--- config.mk ---
export PLATFORM = sky130hd
export DESIGN_NAME = phy_mgmt_regs
export DESIGN_NICKNAME = d
export VERILOG_FILES = /design/src/design/phy_mgmt_pkg.sv /design/src/design/phy_mgmt_regs.sv
export SDC_FILE = /design/constraint.sdc
export NUM_CORES = 1
export LEC_CHECK = 0
export ABC_AREA = 1
export BUFFER_PORTS_ARGS = -buffer_cell sky130_fd_sc_hd__clkbuf_2
export CAP_MARGIN = 5
export CORE_MARGIN = 10
export CORE_UTILIZATION = 53
export CTS_CLUSTER_SIZE = 12
export DETAILED_ROUTE_END_ITERATION = 7
export GPL_TIMING_DRIVEN = 1
export PLACE_DENSITY = 0.88
export SYNTH_ARGS = -nofsm -noshare
export SYNTH_HDL_FRONTEND = slang
export SYNTH_SLANG_ARGS = --single-unit
--- constraint.sdc ---
create_clock -name i_sys_clk -period 1.7 [get_ports i_sys_clk]
set_clock_uncertainty 0.05 [all_clocks]
set_input_delay 0.085 -clock i_sys_clk [delete_from_list [all_inputs] [get_ports i_sys_clk]]
set_output_delay 0.085 -clock i_sys_clk [all_outputs]
set_load 0.01 [all_outputs]
--- src/design/phy_mgmt_pkg.sv ---
// Purpose: constants shared by the management register block of the phy
// Assumes: 16-bit management registers, 5-bit register and phy addresses
// Notes:   offsets, field positions and reset values are named once here
package phy_mgmt_pkg;

	// ----------------------------------------------------------------
	// register offsets
	// ----------------------------------------------------------------
	localparam logic [4:0] REG_LOCAL_NP   = 5'h07;
	localparam logic [4:0] REG_PARTNER_NP = 5'h08;
	localparam logic [4:0] REG_RXERR_CNT  = 5'h15;
	localparam logic [4:0] REG_IRQ        = 5'h1B;
	localparam logic [4:0] REG_CTRL       = 5'h1F;

	// ----------------------------------------------------------------
	// field positions
	// ----------------------------------------------------------------
	localparam int NP_MORE      = 15;
	localparam int NP_ACK       = 14;
	localparam int NP_MSG       = 13;
	localparam int NP_COMPLY    = 12;
	localparam int NP_TOGGLE    = 11;
	localparam int IRQ_EN_LSB   = 8;
	localparam int CTRL_XOVER   = 13;
	localparam int CTRL_ENERGY  = 12;
	localparam int CTRL_FORCE   = 11;
	localparam int CTRL_PSAVE   = 10;
	localparam int CTRL_POL     = 9;
	localparam int CTRL_JABBER  = 8;
	localparam int CTRL_AN_DONE = 7;

	// ----------------------------------------------------------------
	// reset values
	// ----------------------------------------------------------------
	localparam logic        NP_MORE_RST   = 1'h0;
	localparam logic        NP_MSG_RST    = 1'h1;
	localparam logic        NP_COMPLY_RST = 1'h0;
	localparam logic [10:0] NP_CODE_RST   = 11'h001;
	localparam logic [15:0] PARTNER_RST   = 16'h0000;
	localparam logic [15:0] RXERR_RST     = 16'h0000;
	localparam logic [7:0]  IRQ_EN_RST    = 8'h00;
	localparam logic [7:0]  IRQ_FLAG_RST  = 8'h00;
	localparam logic        FORCE_RST     = 1'h0;
	localparam logic        PSAVE_RST     = 1'h1;
	localparam logic        POL_RST       = 1'h0;
	localparam logic        JABBER_RST    = 1'h1;
	localparam logic        IRQ_PIN_RST   = 1'h1;

	// ----------------------------------------------------------------
	// management frame and receive error count limit
	// ----------------------------------------------------------------
	localparam logic [5:0]  PRE_LEN  = 6'h20;
	localparam logic [5:0]  HDR_LEN  = 6'h0C;
	localparam logic [5:0]  DATA_LEN = 6'h10;
	localparam logic [1:0]  OP_READ  = 2'h2;
	localparam logic [1:0]  OP_WRITE = 2'h1;
	localparam logic [15:0] CNT_MAX  = 16'hFFFF;

	typedef enum logic [2:0] {
		ST_PRE   = 3'b000,
		ST_START = 3'b001,
		ST_HDR   = 3'b010,
		ST_TA    = 3'b011,
		ST_DATA  = 3'b100
	} mdio_state_t;

endpackage

--- src/design/phy_mgmt_regs.sv ---
// Purpose: management register subset of a 10/100 phy behind the serial
//          management pins: next pages, receive error count, interrupts, control
// Assumes: management clock and data arrive as pins and are sampled on i_sys_clk;
//          core status and events come from logic on i_sys_clk
// Notes:   one frame is decoded per preamble; reads go out after turnaround
module phy_mgmt_regs (
	input  wire logic        i_sys_clk,          // system clock, 200 MHz
	input  wire logic        i_rst_b,            // synchronous reset, active low
	input  wire logic        i_mdc,              // management clock pin
	input  wire logic        i_mdio,             // management data pin, input
	output logic             o_mdio,             // management data pin, output
	output logic             o_mdio_oe,          // management data drive enable
	input  wire logic [4:0]  i_strap_phy_addr,   // phy address strap pins
	input  wire logic        i_strap_xover_dis,  // pair swap disable strap pin
	input  wire logic        i_tx_toggle,        // toggle of last sent code word
	input  wire logic [15:0] i_partner_page,     // received partner next page
	input  wire logic        i_partner_valid,    // partner page received pulse
	input  wire logic        i_rx_dv,            // receive data valid
	input  wire logic        i_rx_er,            // receive error
	input  wire logic        i_energy_detect,    // signal on receive pair
	input  wire logic        i_an_complete,      // auto-negotiation done
	input  wire logic [7:0]  i_events,           // event pulses, jabber..link up
	output logic [15:0]      o_local_page,       // local next page to transmit
	output logic             o_xover_dis,        // pair swapping disabled
	output logic             o_force_link,       // force link pass
	output logic             o_power_save,       // power saving enabled
	output logic             o_jabber_en,        // jabber counter enabled
	output logic             o_irq               // interrupt pin, set polarity
);

	// ----------------------------------------------------------------
	// pin synchronisers
	// ----------------------------------------------------------------
	logic       mdc_s1, mdc_s2, mdc_s3, mdio_s1, mdio_s2;
	logic       xs_s1, xs_s2;
	logic [4:0] pa_s1, pa_s2, phy_addr;

	// mdc_s3 only serves the edge detect, so mdc_s1 feeds nothing but mdc_s2
	always_ff @(posedge i_sys_clk) begin
		mdc_s1  <= i_mdc;
		mdc_s2  <= mdc_s1;
		mdc_s3  <= mdc_s2;
		mdio_s1 <= i_mdio;
		mdio_s2 <= mdio_s1;
		xs_s1   <= i_strap_xover_dis;
		xs_s2   <= xs_s1;
		pa_s1   <= i_strap_phy_addr;
		pa_s2   <= pa_s1;
	end

	// strap is held while reset is low, so its level is caught by the clock
	always_ff @(posedge i_sys_clk) begin
		if (!i_rst_b) begin
			phy_addr <= pa_s2;
		end
	end

	logic mdc_rise;
	assign mdc_rise = mdc_s2 & ~mdc_s3;

	// ----------------------------------------------------------------
	// management frame engine
	// ----------------------------------------------------------------
	phy_mgmt_pkg::mdio_state_t state, next_state;
	logic [5:0]  cnt, next_cnt;
	logic [15:0] shift, next_shift;
	logic [4:0]  reg_addr, next_reg_addr;
	logic        is_read, next_is_read;
	logic        next_mdio, next_mdio_oe;
	logic        rd_pulse, wr_pulse;
	logic [11:0] hdr;
	logic [15:0] wr_data, rd_data;

	assign hdr     = {shift[10:0], mdio_s2};
	assign wr_data = {shift[14:0], mdio_s2};

	// every step happens on a sampled rising edge of the management clock
	always_comb begin
		next_state    = state;
		next_cnt      = cnt;
		next_shift    = shift;
		next_reg_addr = reg_addr;
		next_is_read  = is_read;
		next_mdio     = o_mdio;
		next_mdio_oe  = o_mdio_oe;
		rd_pulse      = 1'b0;
		wr_pulse      = 1'b0;
		if (mdc_rise) begin
			unique case (state)
				phy_mgmt_pkg::ST_PRE: begin
					if (mdio_s2) begin
						if (cnt != phy_mgmt_pkg::PRE_LEN) begin
							next_cnt = cnt + 6'h01;
						end
					end else begin
						if (cnt == phy_mgmt_pkg::PRE_LEN) begin
							next_state = phy_mgmt_pkg::ST_START;
						end
						next_cnt = 6'h00;
					end
				end
				phy_mgmt_pkg::ST_START: begin
					next_state = mdio_s2 ? phy_mgmt_pkg::ST_HDR : phy_mgmt_pkg::ST_PRE;
				end
				phy_mgmt_pkg::ST_HDR: begin
					next_shift = wr_data;
					next_cnt   = cnt + 6'h01;
					if (cnt == phy_mgmt_pkg::HDR_LEN - 6'h01) begin
						next_cnt      = 6'h00;
						next_reg_addr = hdr[4:0];
						next_is_read  = (hdr[11:10] == phy_mgmt_pkg::OP_READ);
						// a frame for another address is ignored and waits for a new preamble
						if (hdr[9:5] == phy_addr && (hdr[11:10] == phy_mgmt_pkg::OP_READ
						    || hdr[11:10] == phy_mgmt_pkg::OP_WRITE)) begin
							next_state = phy_mgmt_pkg::ST_TA;
						end else begin
							next_state = phy_mgmt_pkg::ST_PRE;
						end
					end
				end
				phy_mgmt_pkg::ST_TA: begin
					if (cnt == 6'h00) begin
						next_cnt = 6'h01;
						if (is_read) begin
							rd_pulse     = 1'b1;
							next_shift   = rd_data;
							next_mdio_oe = 1'b1;
							next_mdio    = 1'b0;
						end
					end else begin
						next_cnt   = 6'h00;
						next_state = phy_mgmt_pkg::ST_DATA;
						if (is_read) begin
							next_mdio  = shift[15];
							next_shift = {shift[14:0], 1'b0};
						end
					end
				end
				phy_mgmt_pkg::ST_DATA: begin
					next_cnt = cnt + 6'h01;
					if (is_read) begin
						next_mdio  = shift[15];
						next_shift = {shift[14:0], 1'b0};
					end else begin
						next_shift = wr_data;
					end
					if (cnt == phy_mgmt_pkg::DATA_LEN - 6'h01) begin
						next_cnt     = 6'h00;
						next_state   = phy_mgmt_pkg::ST_PRE;
						next_mdio_oe = 1'b0;
						next_mdio    = 1'b0;
						wr_pulse     = ~is_read;
					end
				end
				default: begin
					next_state = phy_mgmt_pkg::ST_PRE;
					next_cnt   = 6'h00;
				end
			endcase
		end
	end

	always_ff @(posedge i_sys_clk) begin
		if (!i_rst_b) begin
			state     <= phy_mgmt_pkg::ST_PRE;
			cnt       <= 6'h00;
			shift     <= 16'h0000;
			reg_addr  <= 5'h00;
			is_read   <= 1'b0;
			o_mdio    <= 1'b0;
			o_mdio_oe <= 1'b0;
		end else begin
			state     <= next_state;
			cnt       <= next_cnt;
			shift     <= next_shift;
			reg_addr  <= next_reg_addr;
			is_read   <= next_is_read;
			o_mdio    <= next_mdio;
			o_mdio_oe <= next_mdio_oe;
		end
	end

	// ----------------------------------------------------------------
	// register file
	// ----------------------------------------------------------------
	logic        np_more, np_msg, np_comply, next_np_more, next_np_msg, next_np_comply;
	logic [10:0] np_code, next_np_code;
	logic [15:0] partner, next_partner, rxerr_cnt, next_rxerr_cnt;
	logic [7:0]  irq_en, next_irq_en, flags, next_flags;
	logic        force_link, psave, pol, jab_en, xover_dis;
	logic        next_force, next_psave, next_pol, next_jab, next_xover;
	logic        rx_er_q, rd_irq, irq_any, next_irq;

	assign rd_irq  = rd_pulse && reg_addr == phy_mgmt_pkg::REG_IRQ;
	assign irq_any = |(flags & irq_en);

	// read view; unlisted offsets and reserved bits read as zero
	always_comb begin
		rd_data = 16'h0000;
		unique case (reg_addr)
			phy_mgmt_pkg::REG_LOCAL_NP:
				rd_data = {np_more, 1'b0, np_msg, np_comply, i_tx_toggle, np_code};
			phy_mgmt_pkg::REG_PARTNER_NP: rd_data = partner;
			phy_mgmt_pkg::REG_RXERR_CNT:  rd_data = rxerr_cnt;
			phy_mgmt_pkg::REG_IRQ:        rd_data = {irq_en, flags};
			phy_mgmt_pkg::REG_CTRL:
				rd_data = {2'h0, xover_dis, i_energy_detect, force_link, psave, pol,
				           jab_en, i_an_complete, 7'h00};
			default: rd_data = 16'h0000;
		endcase
	end

	// next register values; status bits ignore writes
	always_comb begin
		next_np_more   = np_more;
		next_np_msg    = np_msg;
		next_np_comply = np_comply;
		next_np_code   = np_code;
		next_irq_en    = irq_en;
		next_force     = force_link;
		next_psave     = psave;
		next_pol       = pol;
		next_jab       = jab_en;
		next_xover     = xover_dis;
		next_partner   = partner;
		next_rxerr_cnt = rxerr_cnt;
		if (i_partner_valid) begin
			// toggle is stored against what was sent, not as received
			next_partner = {i_partner_page[15:12], ~i_tx_toggle, i_partner_page[10:0]};
		end
		// one count per error burst inside a frame; saturates rather than wraps
		if (i_rx_dv && i_rx_er && !rx_er_q && rxerr_cnt != phy_mgmt_pkg::CNT_MAX) begin
			next_rxerr_cnt = rxerr_cnt + 16'h0001;
		end
		// an event in the clearing read's cycle survives: set wins
		next_flags = (flags & ~{8{rd_irq}}) | i_events;
		if (wr_pulse) begin
			unique case (reg_addr)
				phy_mgmt_pkg::REG_LOCAL_NP: begin
					next_np_more   = wr_data[phy_mgmt_pkg::NP_MORE];
					next_np_msg    = wr_data[phy_mgmt_pkg::NP_MSG];
					next_np_comply = wr_data[phy_mgmt_pkg::NP_COMPLY];
					next_np_code   = wr_data[10:0];
				end
				phy_mgmt_pkg::REG_IRQ: next_irq_en = wr_data[15:phy_mgmt_pkg::IRQ_EN_LSB];
				phy_mgmt_pkg::REG_CTRL: begin
					next_xover = wr_data[phy_mgmt_pkg::CTRL_XOVER];
					next_force = wr_data[phy_mgmt_pkg::CTRL_FORCE];
					next_psave = wr_data[phy_mgmt_pkg::CTRL_PSAVE];
					next_pol   = wr_data[phy_mgmt_pkg::CTRL_POL];
					next_jab   = wr_data[phy_mgmt_pkg::CTRL_JABBER];
				end
				default: next_np_more = np_more;
			endcase
		end
		next_irq = irq_any ~^ pol;
	end

	always_ff @(posedge i_sys_clk) begin
		if (!i_rst_b) begin
			np_more    <= phy_mgmt_pkg::NP_MORE_RST;
			np_msg     <= phy_mgmt_pkg::NP_MSG_RST;
			np_comply  <= phy_mgmt_pkg::NP_COMPLY_RST;
			np_code    <= phy_mgmt_pkg::NP_CODE_RST;
			partner    <= phy_mgmt_pkg::PARTNER_RST;
			rxerr_cnt  <= phy_mgmt_pkg::RXERR_RST;
			irq_en     <= phy_mgmt_pkg::IRQ_EN_RST;
			flags      <= phy_mgmt_pkg::IRQ_FLAG_RST;
			force_link <= phy_mgmt_pkg::FORCE_RST;
			psave      <= phy_mgmt_pkg::PSAVE_RST;
			pol        <= phy_mgmt_pkg::POL_RST;
			jab_en     <= phy_mgmt_pkg::JABBER_RST;
			xover_dis  <= xs_s2;
			rx_er_q    <= 1'b0;
			o_irq      <= phy_mgmt_pkg::IRQ_PIN_RST;
		end else begin
			np_more    <= next_np_more;
			np_msg     <= next_np_msg;
			np_comply  <= next_np_comply;
			np_code    <= next_np_code;
			partner    <= next_partner;
			rxerr_cnt  <= next_rxerr_cnt;
			irq_en     <= next_irq_en;
			flags      <= next_flags;
			force_link <= next_force;
			psave      <= next_psave;
			pol        <= next_pol;
			jab_en     <= next_jab;
			xover_dis  <= next_xover;
			rx_er_q    <= i_rx_er & i_rx_dv;
			o_irq      <= next_irq;
		end
	end

	assign o_local_page = {np_more, 1'b0, np_msg, np_comply, i_tx_toggle, np_code};
	assign o_xover_dis  = xover_dis;
	assign o_force_link = force_link;
	assign o_power_save = psave;
	assign o_jabber_en  = jab_en;
endmodule

==> impl_metrics.json <==
{
  "die-area_sq_um": 15640,
  "syn2layout_area_growth_pct": 37.91,
  "cts-htree-levels": 4,
  "drive_gt1_share_pct": 22.82,
  "slew_viol_final": 0,
  "dp_hpwl_microns": 11690,
  "cp_max_fo": 8,
  "final_util_pct": 74.40,
  "p_leak_uw": 0.003534,
  "drtIter0Drc": 901,
  "ff2ff_path_depth": 10,
  "yosys-top-cells-count": "nand2_1 (213), nor2_1 (120), dfxtp_1 (118)",
  "die_w_microns": 125.0,
  "netlist_instances": 845,
  "hp-class": "input port to flip-flop",
  "clock_latency_ns": 0.54,
  "layout_min_cycle_time_ns": 1.696,
  "synth_cell_types": 34,
  "worst-setup-path-type": "flip-flop to flip-flop",
  "synthFlopType": "dfxtp_1",
  "portBuffers": 60,
  "antenna_found_initial": 0,
  "nNetsFinal": 1052,
  "pre_cts_ws_ns": -0.04611,
  "cts_root_buf": "clkbuf_8",
  "grt_pass1_vias": 5998,
  "hold_depth": 3,
  "synth_edf_count": 6,
  "ir_drop_mv": 0.7364,
  "via_per_inst": 5.635,
  "status": "finished clean",
  "cp.arrival_ns": 2.11,
  "gp_congestion": 0.9428,
  "grt_pass1_wl_microns": 28840,
  "cts_tree": "done",
  "setup_slack_ns": 0.003666,
  "cts.sink_count": 124,
  "syn_nets": 889,
  "final-setup-viol-count": 0,
  "synthMostInstantiatedCell": "nand2_1",
  "ys_seq_area_share_pct": 43.47,
  "dpl.cell_count": 1070,
  "io_pins": 63,
  "worstReg2RegStart": "cnt[1]",
  "die_y_microns": 125.0,
  "critPathCaptureType": "flip-flop",
  "seqPwrFrac_pct": 44.1,
  "synthArstFlopShare_pct": 0,
  "required_ns": 2.11,
  "numCtsBuffers": 17,
  "slowest_delay_ns": 0.34,
  "finalNonFillerCells": 1161,
  "r2r_end": "shift[10]",
  "syn_avg_cell_area_sq_um": 6.921,
  "overflow": 0,
  "clockBufferDepth": 2,
  "num_antenna_cells": 0,
  "yosysTopAreaCell": "dfxtp_1",
  "drtPass1Iterations": 6,
  "finalHoldViolCount": 0,
  "whs_ns": 0.02913,
  "path_clk_slew_ns": 0.06,
  "rows": 38,
  "p_switching_uw": 1510,
  "ys_ff_latch": 124,
  "p_clk_share_pct": 50.2,
  "holdPathEnd": "partner[15]",
  "synth_top_area_share_pct": 40.39,
  "drc": 0,
  "synthTopCellsByArea": "dfxtp_1 (40%), nand2_1 (14%), nor2_1 (7.7%)",
  "start_util_pct": 53.95,
  "max_freq_mhz": 589.5,
  "crit_slowest_cell": "dfxtp_2",
  "p_comb_share_pct": 5.7,
  "routedWlPerCell_microns": 16.32,
  "netlist_area_sq_um": 5848,
  "cp_cell_sequence": "buf_6, inv_4, ha_4, nand2_4, nor2_4, nand2_4, nor2_4, clkbuf_16, nand2_1, a21oi_1",
  "period_share_pct": 99.78,
  "grt_max_degree": 79,
  "r2r_slack_ns": 0.004,
  "core_area_sq_um": 10840,
  "num_vias": 6542,
  "cellPowerDensity_nw_per_um2": 857.7,
  "cp-start-kind": "flip-flop",
  "maxCapViolCount": 0,
  "yosys_warnings": 0,
  "postRouteAntennaNets": 0,
  "grt_usage_pct": 22.24,
  "wl_microns": 18950,
  "switching_share_pct": 21.83,
  "p_int_uw": 5408,
  "min-delay-start": "i_partner_valid"
}
-- through the flow --
step	total power, uW	TNS (ns)	area, sq um
CTS	6887	-0.002906	7719
global placement	3352	-0.04286	6618
finish	6918	0	8065
floorplan	3245	0	5848
global route	7098	-0.4013	8065
detailed placement	3360	-0.3411	6618
-- repair_timing --
item	CTS	global route
pin swaps	0	19
buffers inserted	1	5
cloned	1	3
gates resized for setup	11	85
endpoints found under the setup margin	47	77
hold buffers	49	1
hold endpoints to repair	36	1
-- registers in the layout (all words and copies together), names as in the netlist, 6 cells and up --
signal / count
rxerr_cnt: 16
shift: 16
irq_en: 8
partner: 16
flags: 8
cnt: 6
np_code: 11
-- cells by family after synthesis --
logic type      share of synthesized area [%]
compound gates                          14.46
xor+xnor                                1.198
fa+ha+maj                              0.8558
buf+inv                                 8.515
flops                                   43.47
other cells                           0.06412
simple gates                            31.43
-- how the worst max path moves through the flow --
stage                  from           end  depth (start not counted)
2_1_floorplan        cnt[0]     irq_en[6]                          9
5_1_grt        rxerr_cnt[8]  rxerr_cnt[7]                          7
3_3_place_gp         cnt[0]     shift[11]                         10
4_1_cts              cnt[0]      shift[9]                         10
3_5_place_dp         cnt[0]     shift[11]                         10
6_report             cnt[1]     shift[10]                         10
-- cells in the final DEF (no fill, tap or decap), types with 12 or more instances in the layout --
cell type,n
nand4_1,20
inv_1,77
dfxtp_1,107
nor2_1,109
a21oi_1,74
nor2_2,12
clkbuf_2,60
buf_4,50
nand2_1,203
dlygate4sd3_1,49
nand3_1,39
o21ai_0,65
clkbuf_16,17
-- worst max-delay path: cells and delay by family, from the launching register on --
family	cells	cell delay, ns
and+or+nand+nor	5	0.55
buffers and inverters	3	0.37
DFF	1	0.34
adders and majority gates	1	0.16
AOI/OAI and AO/OA	1	0.14
-- area by class of cell --
type                    instances  area (sq um)
multi-input cells             605          3075
fillers                       728          2775
flip-flops and latches        124          2556
repair buffers                170          1339
clock buffers                  26         478.0
inverters                      89         350.3
well taps                     140         175.2
clock inverters                 6         83.83
repair inverters                1         7.507
-- routing by layer --
| layer | part of all wire [%] | GRT usage, % | wire (microns) | up-vias |
|---|---|---|---|---|
| li1 | - | - | - | 3063 |
| met4 | 3.6 | 9.892 | 684 | 0 |
| met5 | 0 | 0 | 0 | - |
| met1 | 39 | 28.06 | 7418 | 2919 |
| met3 | 12 | 6.591 | 2282 | 96 |
| met2 | 45 | 34.43 | 8566 | 464 |
-- power groups by stage --
stage / combinational (uW) / clock [uW] / sequential (uW)
3_5_place_dp: 253 / 0 / 3110
5_1_grt: 427 / 3610 / 3060
4_1_cts: 351 / 3490 / 3050
3_3_place_gp: 247 / 0 / 3110
6_report: 391 / 3470 / 3050
2_1_floorplan: 148 / 0 / 3100
Power figures use the tool's default switching activity.
